==> src/inc/angc_pkg.sv <==
// package: register map, field positions, reset values and modes of the autoneg page block
`default_nettype none
package angc_pkg;
    // register indices as printed; byte address is four times the index
    localparam logic [7:0] IDX_EXPANSION = 8'h06;
    localparam logic [7:0] IDX_NP_TX = 8'h07;
    localparam logic [7:0] IDX_NP_RX = 8'h08;
    localparam logic [7:0] IDX_GIG_CTRL = 8'h09;
    localparam int ADDR_LSB = 2;
    // expansion status bits
    localparam int EXP_PAR_FAULT = 4;
    localparam int EXP_LP_NP_ABLE = 3;
    localparam int EXP_NP_ABLE = 2;
    localparam int EXP_PAGE_RX = 1;
    localparam int EXP_LP_AN_ABLE = 0;
    localparam logic LOCAL_NP_ABLE = 1'b1;
    // next page field positions (shared by tx and rx words)
    localparam int NP_MORE = 15;
    localparam int NP_ACK = 14;
    localparam int NP_MSG = 13;
    localparam int NP_ACK2 = 12;
    localparam int NP_TOGGLE = 11;
    localparam int NP_CODE_HI = 10;
    localparam logic [15:0] NP_TX_RESET = 16'h2001;
    localparam logic [15:0] NP_TX_WMASK = 16'hB7FF;
    localparam logic [15:0] NP_RX_MASK = 16'hFFFF;
    // gigabit control field positions
    localparam int GC_TEST_HI = 15;
    localparam int GC_TEST_LO = 13;
    localparam int GC_MS_MAN_EN = 12;
    localparam int GC_MS_MAN_VAL = 11;
    localparam int GC_PORT_TYPE = 10;
    localparam int GC_FD = 9;
    localparam int GC_HD = 8;
    localparam logic [15:0] GC_RESET = 16'h0300;
    localparam logic [15:0] GC_WMASK = 16'hFF00;
    // transmitter test modes
    typedef enum logic [2:0] {
        ANGC_TM_NORMAL = 3'b000,
        ANGC_TM_WAVEFORM = 3'b001,
        ANGC_TM_JIT_MASTER = 3'b010,
        ANGC_TM_JIT_SLAVE = 3'b011,
        ANGC_TM_DISTORT = 3'b100
    } angc_test_mode_t;
endpackage
`default_nettype wire

==> src/logic/angc_regs.sv <==
// autoneg expansion, next page tx/rx and gigabit control registers over apb
// Functional notes
// - parallel detection fault latches high, reset 0
// - bit 3 shows partner next page ability
// - bit 2 reports local next page, reads 1
// - page received latches high, reset 0
// - bit 0 shows partner autoneg ability
// - tx next page writable more, msg, code
// - tx toggle inverts previous sent toggle
// - tx acknowledge-comply bit writable, reset 0
// - received partner next page read-only, reset 0
// - partner ack bit set once word received
// - partner comply acknowledge shown read-only
// - test mode selects transmitter behaviour
// - manual master/slave enable overrides resolution
// - manual value picks master or slave
// - port type bit, multi or single
// - advertise gigabit full duplex, default 1
// - advertise gigabit half duplex, default 1
`timescale 1ns/10ps
`default_nettype none
module angc_regs (
    input wire logic sys_clk_in, // 20 mhz system clock
    input wire logic rst_in, // synchronous active high reset
    input wire logic psel_in, // apb select
    input wire logic penable_in, // apb access phase
    input wire logic pwrite_in, // apb direction, 1 write
    input wire logic [11:0] paddr_in, // apb byte address
    input wire logic [31:0] pwdata_in, // apb write data
    output logic [31:0] prdata_out, // apb read data
    output logic pready_out, // apb ready
    output logic pslverr_out, // apb error on unmapped address
    input wire logic par_fault_evt_in, // parallel detection fault, level or pulse
    input wire logic page_rx_evt_in, // one-cycle pulse, partner word received
    input wire logic [15:0] page_rx_word_in, // received partner link_code_word
    input wire logic lp_an_able_in, // partner has autoneg ability
    input wire logic lp_np_able_in, // partner has next page ability
    input wire logic page_tx_evt_in, // one-cycle pulse, our word sent
    output logic [15:0] np_tx_word_out, // outgoing next page word
    output logic [2:0] test_mode_out, // transmitter test mode, reserved forced normal
    output logic ms_manual_out, // manual master/slave in force
    output logic ms_master_out, // manual value: 1 master
    output logic port_multi_out, // port type advertised
    output logic adv_1000_fd_out, // advertise 1000 full duplex
    output logic adv_1000_hd_out // advertise 1000 half duplex
);
    // register state
    logic par_fault_q, par_fault_d; // latched fault
    logic page_rx_q, page_rx_d; // latched page received
    logic [15:0] np_tx_q, np_tx_d; // outgoing next page
    logic [15:0] np_rx_q, np_rx_d; // received partner page
    logic [15:0] gc_q, gc_d; // gigabit control
    logic [31:0] prdata_q, prdata_d; // read data register
    logic pready_q, pready_d; // ready register
    logic pslverr_q, pslverr_d; // error register
    logic [2:0] tm_q, tm_d; // decoded test mode
    logic ms_man_q, ms_man_d; // manual master/slave
    logic ms_val_q, ms_val_d; // manual value gated
    logic [15:0] np_tx_o_q, np_tx_o_d; // registered word out

    // bus decode
    logic setup; // first access-phase cycle seen (one wait state before ready)
    logic access; // transfer completes this edge
    logic [7:0] idx; // register index

    // word index from byte address
    function automatic logic [7:0] word_idx(input logic [11:0] a);
        word_idx = a[9:angc_pkg::ADDR_LSB];
    endfunction

    // masked write keeps read-only bits
    function automatic logic [15:0] mwrite(input logic [15:0] old, input logic [15:0] wd,
                                           input logic [15:0] m);
        mwrite = (old & ~m) | (wd & m);
    endfunction

    assign idx = word_idx(paddr_in);
    assign setup = psel_in && penable_in && !pready_q;
    assign access = psel_in && penable_in && pready_q;

    // next state of registers and bus answer
    always_comb begin
        logic [15:0] exp_v;
        exp_v = 16'h0000;
        par_fault_d = par_fault_q;
        page_rx_d = page_rx_q;
        np_tx_d = np_tx_q;
        np_rx_d = np_rx_q;
        gc_d = gc_q;
        prdata_d = prdata_q;
        pready_d = 1'b0;
        pslverr_d = 1'b0;
        // read value of expansion status, reserved bits zero
        exp_v[angc_pkg::EXP_PAR_FAULT] = par_fault_q;
        exp_v[angc_pkg::EXP_LP_NP_ABLE] = lp_np_able_in;
        exp_v[angc_pkg::EXP_NP_ABLE] = angc_pkg::LOCAL_NP_ABLE;
        exp_v[angc_pkg::EXP_PAGE_RX] = page_rx_q;
        exp_v[angc_pkg::EXP_LP_AN_ABLE] = lp_an_able_in;
        // ready one cycle into the access phase, answer data prepared then
        if (setup) begin
            pready_d = 1'b1;
            case (idx)
                angc_pkg::IDX_EXPANSION: prdata_d = {16'h0000, exp_v};
                angc_pkg::IDX_NP_TX: prdata_d = {16'h0000, np_tx_q};
                angc_pkg::IDX_NP_RX: prdata_d = {16'h0000, np_rx_q};
                angc_pkg::IDX_GIG_CTRL: prdata_d = {16'h0000, gc_q};
                default: prdata_d = 32'h0000_0000;
            endcase
            pslverr_d = !(idx == angc_pkg::IDX_EXPANSION || idx == angc_pkg::IDX_NP_TX ||
                          idx == angc_pkg::IDX_NP_RX || idx == angc_pkg::IDX_GIG_CTRL) ||
                        (paddr_in[11:10] != 2'b00);
        end
        // read of expansion clears latched bits; a new event the same edge wins
        // only a bit that the answer reported is cleared, so an event that lands after
        // the data was captured is not lost unseen
        if (access && !pwrite_in && idx == angc_pkg::IDX_EXPANSION) begin
            if (prdata_q[angc_pkg::EXP_PAR_FAULT]) begin
                par_fault_d = 1'b0;
            end
            if (prdata_q[angc_pkg::EXP_PAGE_RX]) begin
                page_rx_d = 1'b0;
            end
        end
        if (par_fault_evt_in) begin
            par_fault_d = 1'b1;
        end
        if (page_rx_evt_in) begin
            page_rx_d = 1'b1;
            np_rx_d = page_rx_word_in & angc_pkg::NP_RX_MASK;
            // a word has arrived, so the partner acknowledge bit reads 1
            np_rx_d[angc_pkg::NP_ACK] = 1'b1;
        end
        // software writes, read-only bits masked off
        if (access && pwrite_in && !pslverr_q) begin
            case (idx)
                angc_pkg::IDX_NP_TX: np_tx_d = mwrite(np_tx_q, pwdata_in[15:0],
                                                      angc_pkg::NP_TX_WMASK);
                angc_pkg::IDX_GIG_CTRL: gc_d = mwrite(gc_q, pwdata_in[15:0],
                                                      angc_pkg::GC_WMASK);
                default: gc_d = gc_q;
            endcase
        end
        // toggle holds inverse of the toggle just sent
        if (page_tx_evt_in) begin
            np_tx_d[angc_pkg::NP_TOGGLE] = ~np_tx_q[angc_pkg::NP_TOGGLE];
        end
    end

    // next state of the control outputs
    always_comb begin
        tm_d = gc_q[angc_pkg::GC_TEST_HI:angc_pkg::GC_TEST_LO];
        // reserved codes are treated as normal so the transmitter never sees them
        case (gc_q[angc_pkg::GC_TEST_HI:angc_pkg::GC_TEST_LO])
            angc_pkg::ANGC_TM_NORMAL,
            angc_pkg::ANGC_TM_WAVEFORM,
            angc_pkg::ANGC_TM_JIT_MASTER,
            angc_pkg::ANGC_TM_JIT_SLAVE,
            angc_pkg::ANGC_TM_DISTORT: tm_d = gc_q[angc_pkg::GC_TEST_HI:angc_pkg::GC_TEST_LO];
            default: tm_d = angc_pkg::ANGC_TM_NORMAL;
        endcase
        ms_man_d = gc_q[angc_pkg::GC_MS_MAN_EN];
        // value only meaningful while manual enable is set
        ms_val_d = gc_q[angc_pkg::GC_MS_MAN_EN] & gc_q[angc_pkg::GC_MS_MAN_VAL];
        np_tx_o_d = np_tx_q;
    end

    // register everything
    always_ff @(posedge sys_clk_in) begin
        if (rst_in) begin
            par_fault_q <= 1'b0;
            page_rx_q <= 1'b0;
            np_tx_q <= angc_pkg::NP_TX_RESET;
            np_rx_q <= 16'h0000;
            gc_q <= angc_pkg::GC_RESET;
            prdata_q <= 32'h0000_0000;
            pready_q <= 1'b0;
            pslverr_q <= 1'b0;
            tm_q <= 3'b000;
            ms_man_q <= 1'b0;
            ms_val_q <= 1'b0;
            np_tx_o_q <= angc_pkg::NP_TX_RESET;
        end else begin
            par_fault_q <= par_fault_d;
            page_rx_q <= page_rx_d;
            np_tx_q <= np_tx_d;
            np_rx_q <= np_rx_d;
            gc_q <= gc_d;
            prdata_q <= prdata_d;
            pready_q <= pready_d;
            pslverr_q <= pslverr_d;
            tm_q <= tm_d;
            ms_man_q <= ms_man_d;
            ms_val_q <= ms_val_d;
            np_tx_o_q <= np_tx_o_d;
        end
    end

    // outputs straight from flops
    assign prdata_out = prdata_q;
    assign pready_out = pready_q;
    assign pslverr_out = pslverr_q;
    assign np_tx_word_out = np_tx_o_q;
    assign test_mode_out = tm_q;
    assign ms_manual_out = ms_man_q;
    assign ms_master_out = ms_val_q;
    assign port_multi_out = gc_q[angc_pkg::GC_PORT_TYPE];
    assign adv_1000_fd_out = gc_q[angc_pkg::GC_FD];
    assign adv_1000_hd_out = gc_q[angc_pkg::GC_HD];
endmodule
`default_nettype wire

==> config.mk <==
export PLATFORM = sky130hd
export DESIGN_NAME = angc_regs
export DESIGN_NICKNAME = d
export VERILOG_FILES = /design/src/inc/angc_pkg.sv /design/src/logic/angc_regs.sv
export SDC_FILE = /design/constraint.sdc
export NUM_CORES = 1
export LEC_CHECK = 0
export BUFFER_PORTS_ARGS = -buffer_cell sky130_fd_sc_hd__buf_2
export CELL_PAD_IN_SITES_DETAIL_PLACEMENT = 1
export CELL_PAD_IN_SITES_GLOBAL_PLACEMENT = 1
export CORE_MARGIN = 1
export CORE_UTILIZATION = 35
export DETAILED_ROUTE_END_ITERATION = 8
export PLACE_DENSITY = 0.76
export SYNTH_ARGS = -nofsm -noshare
export SYNTH_HDL_FRONTEND = slang
export SYNTH_SLANG_ARGS = --single-unit
==> constraint.sdc <==
create_clock -name sys_clk_in -period 2.1 [get_ports sys_clk_in]
set_input_delay 0.105 -clock sys_clk_in [delete_from_list [all_inputs] [get_ports sys_clk_in]]
set_output_delay 0.105 -clock sys_clk_in [all_outputs]
set_load 0.03 [all_outputs]
==> Word-level counts from Yosys, hierarchy flattened <==
Cells that the tools add are included.
{ "totals": {"regBits": 105, "inputBits": 70, "out_inout_bits": 58, "wordCells": 69} }
{ "op_classes": {"eq_ne": 8, "muxes": 11, "bitwise": 6, "n_reduce_logical": 31} }
{ "ops": {"columns": ["operator", "count"], "rows": [
  ["$pmux W16 S4", 1],
  ["$mux W12", 2],
  ["$eq A8 B3 Y1 const B", 2],
  ["$eq A8 B4 Y1 const B", 2],
  ["$or A15 B16 Y16", 1],
  ["$or A8 B16 Y16", 1],
  ["$reduce_bool A2 Y1", 7],
  ["$reduce_and A2 Y1", 5],
  ["$mux W1", 8],
  ["$logic_and A1 B1 Y1", 7],
  ["$eq A3 B2 Y1 const B", 2],
  ["$reduce_or A5 Y1", 1],
  ["$logic_not A1 Y1", 4],
  ["$logic_or A1 B1 Y1", 4],
  ["$reduce_or A2 Y1", 2],
  ["$eq A3 B1 Y1 const B", 1],
  ["$eq A3 B3 Y1 const B", 1],
  ["$logic_not A3 Y1", 1],
  ["$not A1 Y1", 3],
  ["$and A1 B1 Y1", 1]
]} }

==> Logic depth before layout (Yosys ltp) <==
{ "logic_depth": {"word_depth": 6, "depth_mapped": 7, "ltp_nobuf": 4} }

==> Worst setup path before layout <==
Ideal clock, no wire load.
{ "synth_path": {"path_type": "input -> register", "start": "input port paddr_in[7]", "end": "register gc_q[8]", "arrival_time_ps": 1692, "required_time_ps": 1980, "setup_slack_ps": 288, "stages": 5, "n_path_buf": 1, "cell_sequence": "or4_4 -> buf_6 -> nor4_4 -> nor2b_1 -> a211o_1"} }
{ "synth_between": {"elab_chain_len": 2} }
{ "synth_rtl": {"columns": ["item", "line", "source"], "rows": [
  ["from (decl)", "angc_regs.sv:28", "input wire logic [11:0] paddr_in,"],
  ["$eq A8 B4 Y1", "angc_regs.sv:135", "case (idx)"],
  ["$reduce_and A2 Y1 (no source line)", null, null],
  ["to (signal assigned)", "angc_regs.sv:174", "gc_q <= angc_pkg::GC_RESET;"],
  ["to (signal assigned)", "angc_regs.sv:187", "gc_q <= gc_d;"],
  ["to (decl)", "angc_regs.sv:52", "logic [15:0] gc_q, gc_d;"]
]} }
Every way passes these cells.
A chain may end at the register's enable or synchronous reset.

==> Final worst setup path <==
{ "layout_path": {"start": "register pready_q, in the netlist pready_out", "end": "register pslverr_q, in the netlist pslverr_out"} }
{ "layout_between": {"elab_chain_len": 4} }
{ "layout_rtl": {"columns": ["item", "line", "source"], "rows": [
  ["from (decl)", "angc_regs.sv:54", "logic pready_q, pready_d;"],
  ["from (signal assigned)", "angc_regs.sv:189", "pready_q <= pready_d;"],
  ["$logic_not A1 Y1", "angc_regs.sv:78", "assign setup = psel_in && penable_in && !pready_q;"],
  ["$logic_and A1 B1 Y1", "angc_regs.sv:78", null],
  ["$not A1 Y1 (no source line)", null, null],
  ["$reduce_or A2 Y1 (no source line)", null, null],
  ["to (signal assigned)", "angc_regs.sv:190", "pslverr_q <= pslverr_d;"],
  ["to (decl)", "angc_regs.sv:55", "logic pslverr_q, pslverr_d;"]
]} }
Every way passes these cells.

==> impl_metrics.py <==
metrics = {
    "run_status": {
        "outcome": "finished clean",
    },
    "clock_network": {
        "clock_latency_ns": 0.34,
        "cts_sinks": 79,
        "cts_setup_buffers": 0,
        "clockRootBuffer": "clkbuf_8",
        "cts_buffer_depth": 2,
        "htreeDepth": 3,
        "cts_inserted_buffers": 9,
        "cts_resized": 0,
        "cts_tree": "built",
        "cts.clk_slew.worst_paths_ns": 0.08,
    },
    "sta": {
        "hold_ws_ns": 0.0129,
        "fin_ws_ns": 0.305,
        "rsz0062_at_grt": "false",
        "relSlewSlack_pct": 43.6,
        "drv_slew": 0,
        "fin_crit_sh_pct": 85.5,
        "worstMarginPinSlew_ns": 0.844,
        "finalHoldViolCount": 0,
        "clock_skew_ns": 0.00535,
        "period_minus_slack_ns": 1.79,
        "fmax_mhz": 557,
        "fin_setup_tns_ns": 0,
        "setup_viol": 0,
    },
    "worst_setup_path": {
        "path_delay_family": "buffers and inverters",
        "path_cells": "nand3b_1, buf_4, nor2_1, o31a_1, dlygate4sd3_1",
        "cp.required_ns": 2.39,
        "crit_path_max_fanout": 9,
        "crit_path_max_incr_delay_ns": 0.54,
        "critical_path_buf_inv_count": 2,
        "start_kind": "register",
        "crit_path_end_kind": "register",
        "reg2reg_from": "pready_out",
        "worstSetupPathType": "reg -> reg",
        "arrival_ns": 2.08,
        "cp_slowest_cell": "dlygate4sd3_1",
        "startpoint": "pready_out",
    },
    "final_layout": {
        "final_area_um2": 4020,
        "finish.utilization_pct": 48.0,
        "insertedDiodeCount": 0,
        "stdcell_count": 530,
        "layout-drive-gt1-share_pct": 28.9,
        "nNetsFinal": 490,
        "nFillCells": 994,
        "area_delta_synth_final_pct": 29.6,
    },
    "synthesis": {
        "synth_area_leaders": "dfxtp_1, mux2i_1, nor2_1",
        "synthFlopType": "dfxtp_1",
        "async_reset_ff_share_pct": 0,
        "ys_seq_area_share_pct": 51.0,
        "syn_area_per_cell_um2": 10.0,
        "synth-seq-cells": 79,
        "synth.distinct_cells": 41,
        "synth_edf_count": 0,
        "synth_cells": 309,
        "netlist_area_um2": 3100,
        "yosys.area.top_type_share_pct": 51.0,
        "yosysTopAreaCell": "dfxtp_1",
        "yosysWarnings": 0,
    },
    "run": {
        "cap_viol_max_count": 0,
    },
    "placed_design": {
        "pre_cts_slack_ns": 0.216,
        "hpwl_mm": 5.72,
        "gp_congestion": 0.739,
        "post-place-cells": 493,
        "placed_area_um2": 3600,
        "io_buffer_count": 91,
    },
    "die": {
        "pin_count": 128,
        "rows": 33,
        "die_area_um2": 9250,
        "die_height_um": 96.2,
        "start_util_pct": 37.0,
        "core-area_um2": 8380,
        "die_x_um": 96.2,
    },
    "power_and_ir_drop": {
        "finalPower_mw": 2.98,
        "power.density_nw_per_um2": 741,
        "ir_drop_mv": 0.357,
        "power.leakage_nw": 1.77,
    },
    "hold_path": {
        "hold_class": "in -> reg",
        "hp-start": "pwdata_in[6]",
    },
    "global_routing": {
        "grt_use_met2_pct": 33.6,
        "grt_max_degree": 45,
        "grt.busiest_layer": "met2",
        "grt_use_met3_pct": 4.90,
        "first_global_vias": 2564,
        "grt_util_met1_pct": 22.0,
        "grt-ovfl-total": 0,
        "grt_usage_pct": 19.1,
        "antenna_found_initial": 0,
        "grt_first_pass_wirelength_mm": 12.9,
    },
    "drt": {
        "ant_nets": 0,
        "vias_per_cell": 4.82,
        "drt_pass1_iterations": 4,
        "drt_first_iter_violations": 43,
        "routedWlPerCell_um": 15.4,
        "num_vias": 2553,
        "routed_wl_mm": 8.15,
        "drc": 0,
    },
}
cell families (layout without fill, tap and decap cells):
logic type | count (synthesis) | in the layout | share of synthesized area [%]
muxes | 41 | 41 | 13.2
xor gates and xnor gates | 1 | 1 | 0.282
AOI/OAI and AO/OA | 45 | 45 | 10.1
and+or+nand+nor | 102 | 102 | 17.5
DFF | 79 | 79 | 51.0
buffers and inverters | 40 | 140 | 7.74
other | 1 | 17 | 0.121
per-layer routing:
metal | wire length [um] | vias to the layer above
li1 | - | 1252
met1 | 3510 | 1220
met2 | 4090 | 71
met3 | 425 | 10
met4 | 112 | 0
met5 | 0 | -
sequential cells by signal, indices dropped and copies added (netlist names), 3 cells and up:
name and count:
gc_q 8, np_rx_q 16, np_tx_o_d 15, np_tx_word_out 15, test_mode_out 3, prdata_out 16
tightest hold or removal path: cells and delay by family:
kind / cells / cell delay (ns)
buffers and inverters: 1 / 0.07
muxes: 1 / 0.06
and+or+nand+nor: 1 / 0.08
worst paths after layout:
kind | endpoint | cells after the start | slack, ns
max | pslverr_out | 5 | 0.31
min | np_tx_o_d[6] | 3 | 0.01
max reg2reg | pslverr_out | 5 | 0.31
min reg2reg | prdata_out[13] | 2 | 0.45
repair_timing:
action | 4_1_cts | 5_1_grt
setup endpoints to repair | 0 | 0
hold buffers | 21 | 0
hold endpoints to repair | 20 | 0
layout make-up:
cell class | count | area [um2] | share of cell area [%]
Sequential cell | 79 | 1580 | 39.3
Tap cell | 105 | 131 | 3.27
Timing Repair Buffer | 121 | 746 | 18.5
Clock inverter | 3 | 40.0 | 0.996
Multi-Input combinational cell | 206 | 1340 | 33.4
Inverter | 3 | 11.3 | 0.280
Clock buffer | 13 | 169 | 4.20
layout by cell type, fill, tap and decap left out, types with 3 or more instances in the layout:
cell type	n
a211o_1	4
a22oi_1	9
clkbuf_8	12
nor2_1	50
buf_4	8
mux2i_1	41
buf_2	91
nand3b_1	3
a22o_1	3
dfxtp_1	79
nor2b_1	19
o21ai_0	8
conb_1	17
a2bb2oi_1	4
dlygate4sd3_1	21
nand2_1	10
inv_1	3
a21oi_1	8
nor3b_1	4
where the power goes:
group	internal [mW]	switching (mW)
logic	0.108	0.154
registers	1.52	0.0144
clock network	0.644	0.535
Yosys cell counts, drive strengths merged, types with 4 or more instances:
library cell  number
nor2b             19
nor2              50
dfxtp             79
o21ai             10
a22oi              9
mux2i             41
a211o              4
a21oi              8
nor3b              4
buf               22
nand2             10
clkbuf            15
a2bb2oi            4
Note: power is estimated with default switching activity, not from simulation.
